**src/verilog/sleep_wake_pkg.sv**
```systemverilog
// Purpose: Shared constants and types for the sleep, wake and watchdog block
// Assumes: 8-bit register port, one clock at 25 MHz
// Notes: Register offsets sit on a small private index space
package sleep_wake_pkg;

    // Clock
    localparam int CLK_PERIOD_NS = 40;

    // Register offsets
    localparam logic [3:0] WDSW_OFFSET = 4'h0;
    localparam logic [3:0] WDCFG_OFFSET = 4'h1;
    localparam logic [3:0] RCAUSE_OFFSET = 4'h2;
    localparam logic [3:0] STATUS_OFFSET = 4'h3;

    // Software control fields
    localparam int SW_ENABLE_BIT = 0;
    localparam logic [7:0] WDSW_RESET = 8'h00;

    // Configuration byte fields
    localparam int CFG_ENABLE_BIT = 0;
    localparam int CFG_PS_LSB = 1;
    localparam int CFG_PS_MSB = 3;
    localparam logic [7:0] CFG_USED_MASK = 8'h0f;

    // Reset-cause fields
    localparam int PRIO_ENABLE_BIT = 7;
    localparam int TIME_OUT_BIT = 4;
    localparam int POWER_DOWN_BIT = 3;
    localparam logic RCAUSE_FLAG_RESET = 1'b1;

    // Status fields
    localparam int STAT_ASLEEP_BIT = 0;
    localparam int STAT_OSC_BIT = 1;
    localparam int STAT_PENDING_BIT = 2;
    localparam int STAT_WDT_RUN_BIT = 3;

    // Watchdog base period in mclk cycles
    localparam int WDT_BASE_CYCLES_DEFAULT = 1024;
    localparam int PC_WIDTH = 21;
    localparam logic [20:0] PREFETCH_STEP = 21'h000002;

    typedef struct packed {
        logic [3:0] addr;
        logic [7:0] wdata;
        logic write;
        logic read;
    } reg_req_t;

    typedef struct packed {
        logic pending;
        logic wake;
    } wake_sum_t;

    typedef enum logic [2:0] {
        ST_RUN = 3'b001,
        ST_SLEEP = 3'b010,
        ST_WAKE = 3'b100
    } power_state_t;

endpackage : sleep_wake_pkg

```
**src/verilog/sleep_wake_watchdog_ctrl.sv**
```systemverilog
// Purpose: Sleep entry, wake-up and watchdog control beside the core
// Assumes: Instruction strobes are one-cycle pulses from the core
// Notes: The block itself stays clocked; osc_enable gates the core clock
//
// Functional notes
// Software enable 1 runs watchdog; 0 stops it only if config enable 0.
// Upper seven bits of software control register read as zero.
// Postscaler extends watchdog period; ratio set by configuration byte.
// Sleep clears watchdog, clears power-down, sets time-out, stops oscillator.
// I/O ports hold their drive state while asleep.
// Wake on master clear, watchdog, external pin, port change, peripherals.
// Only sources running without main clock can wake the device.
// Master clear gives full reset; other wake events continue execution.
// Power-down set at power-up, cleared by sleep; watchdog wake clears time-out.
// Sleep prefetches instruction at program counter plus two.
// Wake needs source enable set, regardless of global interrupt enable.
// Wake resumes after sleep; with global enable, then vectors.
// Already pending interrupt makes sleep a no-op, nothing cleared or set; the no-op still loads prefetch_addr and sets prefetch_valid.
// Interrupt arising during sleep: sleep completes, then immediate wake.
// Software tests power-down flag to see whether sleep happened.
// Software places a no-op after sleep if needed.
// Software clears watchdog before sleep.
// Watchdog timeout resets when running, wakes when asleep.
// Config enable set forces watchdog on, software cannot stop it.
// Clear and sleep instructions reset watchdog and postscaler counts.
// Non-reset wake restarts oscillator and keeps prefetch valid.
//
// Implementation choices: the address-and-strobe port and the register addresses.
`timescale 1ns/1ps
`default_nettype none
module sleep_wake_watchdog_ctrl
    import sleep_wake_pkg::*;
#(
    parameter int NUM_SRC = 8,
    parameter int WDT_BASE_CYCLES = WDT_BASE_CYCLES_DEFAULT
)
(
    input wire logic mclk,
    input wire logic reset,
    input wire logic ce,
    input wire reg_req_t bus_req,
    output logic [7:0] reg_rdata,
    input wire logic [7:0] config_byte,
    input wire logic instr_sleep,
    input wire logic instr_watchdog_clear,
    input wire logic [PC_WIDTH-1:0] pc,
    input wire logic global_interrupt_enable,
    input wire logic [NUM_SRC-1:0] int_flags,
    input wire logic [NUM_SRC-1:0] int_enables,
    input wire logic [NUM_SRC-1:0] clockless_src,
    input wire logic master_clear_n,
    output logic osc_enable,
    output logic port_hold,
    output logic device_reset_req,
    output logic [PC_WIDTH-1:0] prefetch_addr,
    output logic prefetch_valid,
    output logic resume_pulse,
    output logic vector_request,
    output logic power_down_flag,
    output logic time_out_flag
);

    ////////////////////////////////////////////////////////////////////////
    // Declarations

    power_state_t state;
    power_state_t next_state;
    wake_sum_t summary;
    logic software_watchdog_enable;
    logic [7:0] watchdog_config_high;
    logic interrupt_priority_enable;
    logic wdt_timeout;

    ////////////////////////////////////////////////////////////////////////
    // Register decode

    function automatic logic hit(input reg_req_t req, input logic [3:0] off);
        hit = req.addr == off;
    endfunction : hit

    wire wr_wdsw = ce && bus_req.write && hit(bus_req, WDSW_OFFSET);
    wire wr_rcause = ce && bus_req.write && hit(bus_req, RCAUSE_OFFSET);

    wire watchdog_config_enable = watchdog_config_high[CFG_ENABLE_BIT];
    wire [2:0] ps_select = watchdog_config_high[CFG_PS_MSB:CFG_PS_LSB];

    ////////////////////////////////////////////////////////////////////////
    // Wake qualification

    wake_detect #(
        .NUM_SRC(NUM_SRC)
    ) u_wake (
        .int_flags(int_flags),
        .int_enables(int_enables),
        .clockless_src(clockless_src),
        .summary(summary)
    );

    ////////////////////////////////////////////////////////////////////////
    // Sequencing conditions

    wire in_run = state == ST_RUN;
    wire in_sleep = state == ST_SLEEP;
    wire in_wake = state == ST_WAKE;
    wire master_clear_active = !master_clear_n;
    wire sleep_noop = in_run && instr_sleep && summary.pending;
    wire sleep_enter = in_run && instr_sleep && !summary.pending
        && !master_clear_active;
    wire wdt_run = watchdog_config_enable
        || software_watchdog_enable;
    wire wdt_clear = sleep_enter || (in_run && instr_watchdog_clear);
    wire sleep_wake_event = in_sleep && !master_clear_active
        && (summary.wake || wdt_timeout);
    wire reset_event = master_clear_active
        || (in_run && wdt_timeout);

    ////////////////////////////////////////////////////////////////////////
    // Watchdog

    wdt_counter #(
        .BASE_CYCLES(WDT_BASE_CYCLES)
    ) u_wdt (
        .mclk(mclk),
        .reset(reset),
        .ce(ce),
        .run(wdt_run),
        .clear(wdt_clear),
        .ps_select(ps_select),
        .timeout(wdt_timeout)
    );

    ////////////////////////////////////////////////////////////////////////
    // Power state machine

    always_comb
    begin
        next_state = state;
        case (state)
            ST_RUN:
            begin
                if (sleep_enter)
                    next_state = ST_SLEEP;
            end
            ST_SLEEP:
            begin
                if (master_clear_active)
                    next_state = ST_RUN;
                else if (summary.wake || wdt_timeout)
                    next_state = ST_WAKE;
            end
            ST_WAKE:
            begin
                next_state = ST_RUN;
            end
            default:
            begin
                next_state = ST_RUN;
            end
        endcase
    end

    always_ff @(posedge mclk)
    begin
        if (reset)
            state <= ST_RUN;
        else if (ce)
            state <= next_state;
    end

    ////////////////////////////////////////////////////////////////////////
    // Clock, pin hold and reset request

    always_ff @(posedge mclk)
    begin
        if (reset)
        begin
            osc_enable <= 1'b1;
            port_hold <= 1'b0;
            device_reset_req <= 1'b0;
        end
        else if (ce)
        begin
            osc_enable <= next_state != ST_SLEEP;
            port_hold <= next_state == ST_SLEEP;
            device_reset_req <= reset_event;
        end
    end

    ////////////////////////////////////////////////////////////////////////
    // Prefetch and resume

    always_ff @(posedge mclk)
    begin
        if (reset)
        begin
            prefetch_addr <= '0;
            prefetch_valid <= 1'b0;
            resume_pulse <= 1'b0;
            vector_request <= 1'b0;
        end
        else if (ce)
        begin
            resume_pulse <= in_wake;
            vector_request <= in_wake && global_interrupt_enable;
            if (in_run && instr_sleep)
            begin
                prefetch_addr <= pc + PREFETCH_STEP;
                prefetch_valid <= 1'b1;
            end
            else if (in_sleep && master_clear_active)
                prefetch_valid <= 1'b0;
            else if (resume_pulse || sleep_noop)
                prefetch_valid <= 1'b0;
        end
    end

    ////////////////////////////////////////////////////////////////////////
    // Status flags

    always_ff @(posedge mclk)
    begin
        if (reset)
        begin
            power_down_flag <= RCAUSE_FLAG_RESET;
            time_out_flag <= RCAUSE_FLAG_RESET;
        end
        else if (ce)
        begin
            if (sleep_enter)
                power_down_flag <= 1'b0;
            if (sleep_enter)
                time_out_flag <= 1'b1;
            else if (in_sleep && wdt_timeout)
                time_out_flag <= 1'b0;
        end
    end

    ////////////////////////////////////////////////////////////////////////
    // Software registers

    always_ff @(posedge mclk)
    begin
        if (reset)
        begin
            software_watchdog_enable <= WDSW_RESET[SW_ENABLE_BIT];
            interrupt_priority_enable <= 1'b0;
            watchdog_config_high <= config_byte & CFG_USED_MASK;
        end
        else if (ce)
        begin
            if (wr_wdsw)
                software_watchdog_enable <= bus_req.wdata[SW_ENABLE_BIT];
            if (wr_rcause)
                interrupt_priority_enable <=
                    bus_req.wdata[PRIO_ENABLE_BIT];
        end
    end

    ////////////////////////////////////////////////////////////////////////
    // Read path

    logic [7:0] read_mux;

    always_comb
    begin
        read_mux = 8'h00;
        case (bus_req.addr)
            WDSW_OFFSET:
                read_mux[SW_ENABLE_BIT] = software_watchdog_enable;
            WDCFG_OFFSET:
                read_mux = watchdog_config_high;
            RCAUSE_OFFSET:
            begin
                read_mux[PRIO_ENABLE_BIT] = interrupt_priority_enable;
                read_mux[TIME_OUT_BIT] = time_out_flag;
                read_mux[POWER_DOWN_BIT] = power_down_flag;
            end
            STATUS_OFFSET:
            begin
                read_mux[STAT_ASLEEP_BIT] = in_sleep;
                read_mux[STAT_OSC_BIT] = osc_enable;
                read_mux[STAT_PENDING_BIT] = summary.pending;
                read_mux[STAT_WDT_RUN_BIT] = wdt_run;
            end
            default:
                read_mux = 8'h00;
        endcase
    end

    always_ff @(posedge mclk)
    begin
        if (reset)
            reg_rdata <= 8'h00;
        else if (ce)
            reg_rdata <= bus_req.read ? read_mux : 8'h00;
    end
endmodule : sleep_wake_watchdog_ctrl
`default_nettype wire

```
**src/verilog/wake_detect.sv**
```systemverilog
// Purpose: Qualifies interrupt sources as pending or as able to wake
// Assumes: Flags, enables and capability are levels from the sources
// Notes: Global enable is deliberately not an input here
`timescale 1ns/1ps
`default_nettype none
module wake_detect
    import sleep_wake_pkg::*;
#(
    parameter int NUM_SRC = 8
)
(
    input wire logic [NUM_SRC-1:0] int_flags,
    input wire logic [NUM_SRC-1:0] int_enables,
    input wire logic [NUM_SRC-1:0] clockless_src,
    output wake_sum_t summary
);

    logic [NUM_SRC-1:0] enabled;
    logic [NUM_SRC-1:0] waker;

    for (genvar i = 0; i < NUM_SRC; i++)
    begin : g_src
        assign enabled[i] = int_flags[i] && int_enables[i];
        assign waker[i] = enabled[i] && clockless_src[i];
    end

    assign summary.pending = |enabled;
    assign summary.wake = |waker;

endmodule : wake_detect
`default_nettype wire

```
**src/verilog/wdt_counter.sv**
```systemverilog
// Purpose: Watchdog base counter followed by a power-of-two postscaler
// Assumes: Runs from mclk, the block clock, counting only in cycles with ce high
// Notes: Clear restarts both counts but leaves the selection untouched
`timescale 1ns/1ps
`default_nettype none
module wdt_counter
    import sleep_wake_pkg::*;
#(
    parameter int BASE_CYCLES = WDT_BASE_CYCLES_DEFAULT
)
(
    input wire logic mclk,
    input wire logic reset,
    input wire logic ce,
    input wire logic run,
    input wire logic clear,
    input wire logic [2:0] ps_select,
    output logic timeout
);

    localparam int BASE_W = $clog2(BASE_CYCLES + 1);
    localparam logic [BASE_W-1:0] BASE_LAST = BASE_W'(BASE_CYCLES - 1);

    logic [BASE_W-1:0] base_count;
    logic [7:0] post_count;

    wire base_done = base_count == BASE_LAST;
    wire [7:0] post_last = (8'h01 << ps_select) - 8'h01;
    wire post_done = post_count == post_last;

    always_ff @(posedge mclk)
    begin
        if (reset || (ce && (clear || !run)))
        begin
            base_count <= '0;
            post_count <= 8'h00;
            timeout <= 1'b0;
        end
        else if (ce)
        begin
            timeout <= base_done && post_done;
            base_count <= base_done ? '0 : base_count + 1'b1;
            if (base_done)
                post_count <= post_done ? 8'h00 : post_count + 8'h01;
        end
    end

endmodule : wdt_counter
`default_nettype wire
```
**config.mk**
```make
export PLATFORM = sky130hd
export DESIGN_NAME = sleep_wake_watchdog_ctrl
export DESIGN_NICKNAME = d
export VERILOG_FILES = /design/src/verilog/sleep_wake_pkg.sv /design/src/verilog/sleep_wake_watchdog_ctrl.sv /design/src/verilog/wake_detect.sv /design/src/verilog/wdt_counter.sv
export SDC_FILE = /design/constraint.sdc
export NUM_CORES = 1
export LEC_CHECK = 0
export ABC_AREA = 1
export ABC_CLOCK_PERIOD_IN_PS = 3300
export BUFFER_PORTS_ARGS = -buffer_cell sky130_fd_sc_hd__buf_2
export CAP_MARGIN = 10
export CORE_UTILIZATION = 55
export CTS_CLUSTER_DIAMETER = 60
export DETAILED_ROUTE_END_ITERATION = 7
export PLACE_DENSITY_LB_ADDON = 0.05
export SLEW_MARGIN = 30
export SYNTH_ARGS = -nofsm -noshare
export SYNTH_HDL_FRONTEND = slang
export SYNTH_SLANG_ARGS = --single-unit
export TNS_END_PERCENT = 20
```
**constraint.sdc**
```tcl
create_clock -name mclk -period 3.3 [get_ports mclk]
set_input_delay 0.165 -clock mclk [delete_from_list [all_inputs] [get_ports mclk]]
set_output_delay 0.165 -clock mclk [all_outputs]
set_load 0.03 [all_outputs]
```
==> out/metrics.csv, run 1 <==
stage,metric,value,unit
status,status,"finished, final reports clean",
timing,finalHoldViolCount,0,
floorplanning,die_h,82.7,um
power,power.density,423,nW/um2
setup_path,critical_path_class,reg2reg,
logic_synthesis,async_flop_share,0,
global_route,grt_max_degree,39,
global_route,global_route.usage.total,0.272,
timing,slew_headroom,0.539,
logic_synthesis,avgSynthCellArea,6.70,um2
route,drc,0,
cts,postCtsSetupRepairBufs,0,
cts,ctsRootBufferMaster,clkbuf_8,
global_route,grt_pass1_vias,3290,
floorplanning,ios,111,
logic_synthesis,yosys_warnings,0,
setup_path,worstPathRequired,3.54,ns
timing,clock_skew,0.0122,ns
route,drt_first_pass_iters,5,
logic_synthesis,synth-seq-cells,64,
global_route,gr-total-overflow,0,
timing,drv_slew,0,
placed_design,dp_hpwl,6560,um
floorplanning,row_count,29,
placed_design,place_congestion,0.916,
cts,cts_tree,built,
cells_and_area,layout_commonest_cell,nand2_1,
cells_and_area,final_cell_mix,"147 x nand2_1, 98 x buf_2, 61 x inv_1, 61 x nor2_1, 60 x dfxtp_1",
logic_synthesis,synth-main-ff-cell,dfxtp_1,
setup_path,crit_path_start_kind,register,
timing,fin_tns_setup,0,ns
floorplanning,core_area,6310,um2
placed_design,post-place-cells,697,
global_route,grt_pass1_wl,14000,um
setup_path,reg2regPathDepth,15,
cts,cts_buffers,9,
power,p_leak,2.06,nW
worst_hold_path,hold_path_depth,3,
worst_hold_path,holdCritPathClass,in2reg,
setup_path,r2r_slack,1.17,ns
setup_path,worstSetupEndpointType,register,
floorplanning,initial_core_util,0.568,
route,drtIter0Drc,148,
setup_path,critPathMaxFanout,8,
timing,period_needed,2.13,ns
timing,worst_pin_slew,0.687,ns
cts,htree_levels,3,
logic_synthesis,syn-cell-area,3580,um2
setup_path,cp.arrival,2.36,ns
cells_and_area,drive_gt1_frac,0.206,
job,drv_cap,0,
logic_synthesis,synth_edf_count,4,
logic_synthesis,yosysSeqAreaShare,0.369,
timing,fin_crit_sh,0.644,
route,antenna_left,0,
floorplanning,die_w,82.7,um
setup_path,reg2reg_from,watchdog_config_high[3],
cts,cts_sinks,64,
global_route,antenna_found_initial,0,
timing,finalSetupViolations,0,
cts,worstSkewPairLatency,0.35,ns
timing,fmax,0.470,GHz
setup_path,crit_start,watchdog_config_high[3],
logic_synthesis,synth_cell_types,43,
route,routed_wl,8730,um
cts,path_clk_slew,0.08,ns
cells_and_area,nets,713,
cts,clockBufferDepth,2,
cells_and_area,antenna_cells,0,
route,viasPerCell,5.23,
power,max-vdd-ir-drop,0.000309,V
worst_hold_path,hold_path_startpoint,pc[0],
timing,rsz0062_at_grt,no,
floorplanning,die_area,6840,um2
cells_and_area,syn2layout_area_growth,21.4,%
logic_synthesis,synthCells,535,
cells_and_area,finalNonFillerCells,717,
cells_and_area,fin_util,0.689,
placed_design,io_buffer_count,98,
route,num_vias,3749,
route,routedWlPerCell,12.2,um
==> worst paths after layout <==
path,endpoint
setup reg to reg,u_wdt.post_count[2]
hold reg to reg,interrupt_priority_enable
hold / removal,prefetch_addr[0]
setup / recovery,u_wdt.post_count[2]
==> report_power, final <==
group          internal, W  switching (W)
Combinational    0.0000950       0.000180
Clock             0.000402       0.000337
Sequential        0.000807      0.0000178
Total              0.00130       0.000535
==> registers in the layout (all words and copies together), names as in the netlist, 3 cells and up <==
register / flops
u_wdt.post_count: 8
reg_rdata: 6
prefetch_addr: 21
u_wdt.base_count: 11
watchdog_config_high: 4
state: 3
==> layout make-up <==
class / instances / area [um2]
Clock buffer: 10 / 149
Multi-Input combinational cell: 393 / 1940
Fill cell: 562 / 1960
Tap cell: 77 / 96.3
Sequential cell: 64 / 1320
Inverter: 65 / 246
Timing Repair Buffer: 102 / 531
Clock inverter: 6 / 72.6
==> synth_stat cells, types with 2 or more instances <==
master,n,share of area
a21oi_1,33,0.046
buf_2,2,0.0028
buf_4,4,0.0084
buf_6,2,0.0063
clkbuf_1,5,0.0052
dfxtp_1,60,0.34
edfxtp_1,4,0.034
ha_1,4,0.014
inv_1,61,0.064
inv_2,2,0.0021
nand2_1,147,0.15
nand2_2,2,0.0035
nand3_1,42,0.059
nand3_2,3,0.0084
nand3b_1,5,0.010
nand4_1,10,0.017
nor2_1,61,0.064
nor2_2,3,0.0052
nor3_1,13,0.018
nor3_4,2,0.0091
nor4_1,2,0.0035
o211ai_1,5,0.010
o21a_1,4,0.0084
o21ai_0,25,0.035
o21bai_1,3,0.0063
o31ai_1,2,0.0042
xnor2_1,5,0.012
xor2_1,9,0.022
==> per-stage QoR <==
| step | hold slack, ns | setup WS [ns] | instance area (um2) | power [W] |
|---|---|---|---|---|
| 6_report | 0.0689 | 1.17 | 4350 | 0.00184 |
| 5_1_grt | 0.0679 | 0.974 | 4350 | 0.00193 |
| 4_1_cts | 0.0642 | 1.17 | 4350 | 0.00185 |
| 3_5_place_dp | 0.343 | 1.18 | 4090 | 0.00111 |
| 3_3_place_gp | 0.341 | 1.21 | 4090 | 0.00111 |
| 2_1_floorplan | 0.255 | 1.44 | 3590 | 0.00102 |
==> logic make-up after synthesis <==
family          share of synthesized area
xor+xnor                           0.0342
fa+ha+maj                          0.0140
buf+inv                            0.0925
flops                               0.369
compound gates                      0.120
simple gates                        0.370
other cells                       0.00105
==> worst max-delay path, cell delays in order (launching register included) <==
cell,delay [ns]
edfxtp_1,0.52
inv_2,0.16
nand2_1,0.10
nor2_2,0.13
inv_1,0.06
ha_1,0.30
inv_1,0.06
nand2_1,0.04
nand2_1,0.06
nand3_1,0.07
nor2_1,0.11
nand2_1,0.06
nor2_1,0.08
nand2_1,0.11
nand2_4,0.13
nor2_1,0.05
==> timing repair <==
action	in CTS	in global routing
setup endpoints to repair	0	0
endpoints found under the hold margin	4	0
resized for setup	0	0
hold buffers	4	0
==> layer usage <==
layer	global-route usage	wire length, um
met2	0.476	4230
met5	0	0
met1	0.328	3830
met3	0.0527	575
met4	0.0983	87
No activity file was read; power rests on OpenSTA's default activity.
==> run 2, diff against run 1 <==
- ABC_CLOCK_PERIOD_IN_PS: 3300 -> 2050
- CORE_UTILIZATION: 55 -> 52
- clock period: 3.3 -> 2.05 ns (I/O delays scaled with it)
==> run 2 against run 1 <==
Net effect: hold slack got worse by 0.055 ns; first-iteration DRC count increased by 18%; final cell count rose by 1.4%; core utilization down 0.62 points; clock skew is 0.0010 ns higher; final area rose by 2.0%; clock power rose by 57%; register-to-register slack got worse by 0.95 ns; worst setup slack lost 0.95 ns; total power increased by 60%; wire length is 0.92% lower; largest cell class unchanged.
==> out/metrics.csv, run 2 (synthesis results as in run 1) <==
stage,metric,value,unit,change
floorplanning,row_count,29,,unchanged
timing,period_needed,1.83,ns,-0.298 ns
placed_design,post-place-cells,705,,+1.1%
power,p_leak,2.10,nW,+2.0%
job,drv_cap,0,,unchanged
timing,finalSetupViolations,0,,unchanged
global_route,grt_pass1_wl,15000,um,+7.2%
setup_path,path_buf_inv,3,,unchanged
worst_hold_path,hold_path_depth,3,,unchanged
cells_and_area,syn2layout_area_growth,23.8,%,
global_route,grt_max_degree,26,,-33%
cells_and_area,nets,723,,+1.4%
route,drc,0,,unchanged
power,max-vdd-ir-drop,0.000436,V,+41%
cells_and_area,n_fill_cell,622,,+11%
route,routedWlPerCell,11.9,um,-2.3%
floorplanning,die_area,7230,um2,+5.6%
route,drt_first_pass_iters,4,,-1
setup_path,cp.arrival,2.06,ns,-0.30 ns
placed_design,post-place-ws,0.168,ns,-1.02 ns
setup_path,worstSetupEndpointType,register,,
cells_and_area,largest_reg_flops,21,,unchanged
floorplanning,die_h,85.0,um,+2.8%
timing,fin_tns_setup,0,ns,unchanged
setup_path,reg2reg_from,watchdog_config_high[2],,
floorplanning,die_w,85.0,um,+2.8%
floorplanning,ios,111,,unchanged
setup_path,slowest_stage,edfxtp_1,,
floorplanning,core_area,6490,um2,+2.9%
route,routed_wl,8650,um,-0.92%
setup_path,r2r_end,u_wdt.post_count[7],,
route,num_vias,3694,,-1.5%
cells_and_area,finalNonFillerCells,727,,+1.4%
worst_hold_path,holdCritPathClass,in2reg,,
cts,ctsRootBufferMaster,clkbuf_8,,
cts,postCtsSetupRepairBufs,0,,unchanged
cts,cts_sinks,64,,unchanged
cts,cts_tree,built,,
cts,clockBufferDepth,2,,unchanged
cells_and_area,antenna_cells,0,,unchanged
timing,fmax,0.547,GHz,+16%
worst_hold_path,hold_path_startpoint,global_interrupt_enable,,
setup_path,cpMostUsedCell,nand2_1,,
setup_path,crit_start,watchdog_config_high[2],,
power,total_power,0.00295,W,+60%
cts,cts_buffers,9,,unchanged
timing,setup_slack,0.221,ns,-0.952 ns
cells_and_area,final_cell_mix,"146 x nand2_1, 98 x buf_2, 61 x inv_1, 61 x nor2_1, 60 x dfxtp_1",,
global_route,antenna_found_initial,0,,unchanged
route,viasPerCell,5.08,,-2.8%
setup_path,worstSetupPathDepth,15,,unchanged
cts,htree_levels,3,,unchanged
cells_and_area,largest_registers,"prefetch_addr: 21 flops, u_wdt.base_count: 11 flops, u_wdt.post_count: 8 flops",,
timing,drv_slew,0,,unchanged
placed_design,dp_hpwl,6620,um,+0.95%
setup_path,reg2regPathDepth,15,,unchanged
route,antenna_left,0,,unchanged
cts,path_clk_slew,0.07,ns,about the same
cts,worstSkewPairLatency,0.34,ns,about the same
global_route,global_route.usage.total,0.258,,-0.0140
worst_hold_path,hold_end,vector_request,,
setup_path,cp_top_family,simple AND/OR/NAND/NOR gates,,
setup_path,critPathMaxFanout,8,,unchanged
setup_path,cpPeakStageDelay,0.38,ns,-0.14 ns
power,power.density,664,nW/um2,+57%
cells_and_area,fin_util,0.683,,-0.00615
timing,rsz0062_at_grt,no,,
setup_path,path_cells,"inv_1, nand2_2, nor2_4, inv_1, ha_2, inv_1, nand2_1, nand2_1, nand3_1, nor2_1, nand2_1, nor2_1, nand2_1, nand2_4, nor2_1",,
cells_and_area,top_register,prefetch_addr,,
global_route,gr-total-overflow,0,,unchanged
status,status,"finished, final reports clean",,
placed_design,place_congestion,0.899,,-1.9%
timing,clock_skew,0.0132,ns,+0.00104 ns
placed_design,io_buffer_count,98,,unchanged
cells_and_area,drive_gt1_frac,0.217,,+0.0107
route,drtIter0Drc,175,,+18%
cells_and_area,layout_commonest_cell,nand2_1,,
setup_path,critical_path_class,reg2reg,,
setup_path,r2r_slack,0.22,ns,-0.95 ns
timing,fin_crit_sh,0.892,,+0.248
global_route,grt_pass1_vias,3485,,+5.9%
setup_path,worstPathRequired,2.28,ns,-1.26 ns
timing,finalHoldViolCount,0,,unchanged
setup_path,crit_path_start_kind,register,,
floorplanning,initial_core_util,0.552,,-0.0159
## run 2: cell types whose count changed in the layout (fill, tap and decap cells not counted)
cell           change
nor2_2             -1
clkinv_4           -2
ha_1               -1
ha_2               +1
nor2_4             +1
inv_6              -2
dlygate4sd3_1      +2
clkinv_2           +1
buf_4              +8
nand2_1            -1
clkbuf_1           +1
clkinvlp_4         +1
nand2_2            +1
clkbuf_8           +1
## run 2: power by group
part	total (W)	internal [W]	switching, W
Combinational	0.000466	0.000170	0.000296
Sequential	0.00132	0.00130	0.0000236
Clock	0.00116	0.000667	0.000492
## run 2: layout make-up
type / instances / area [um2] / area share
clock inverter: 4 / 50.0 / 0.0113
sequential: 64 / 1320 / 0.298
clock buffer: 12 / 166 / 0.0375
tap: 77 / 96.3 / 0.0217
inverter: 65 / 246 / 0.0556
multi-input combinational: 393 / 1950 / 0.439
timing repair buffer: 112 / 611 / 0.138
## run 2: how the worst max path moves through the flow
stage / end / slack [ns]
after floorplan: u_wdt.post_count[7] / 0.19
after global placement: u_wdt.post_count[7] / 0.20
after detailed placement: u_wdt.post_count[7] / 0.17
after CTS: u_wdt.post_count[7] / 0.15
after global routing: u_wdt.post_count[5] / 0.008
final: u_wdt.post_count[7] / 0.22
## run 2: per-stage QoR
stage	hold WS, ns	area [um2]
global placement	0.280	4150
floorplan	0.193	3590
global route	0.0341	4440
CTS	0.00363	4430
finish	0.0143	4440
detailed placement	0.281	4150
## run 2: per-layer routing
layer	up-vias	track usage	part of all wire
met5	-	0	0
met4	0	0.0986	0.013
met3	12	0.0545	0.051
met2	91	0.414	0.44
met1	1635	0.341	0.50
li1	1956	-	-
## run 2: repair_timing
| action | in CTS | in global routing |
|---|---|---|
| resized for setup | 0 | 3 |
| setup endpoints to repair | 0 | 8 |
| hold endpoints to repair | 6 | 0 |
| hold buffers | 6 | 0 |
## run 2: tightest hold or removal path: stages
cell and delay [ns]:
buf_2 0.10, nand2_1 0.05, a21oi_1 0.05
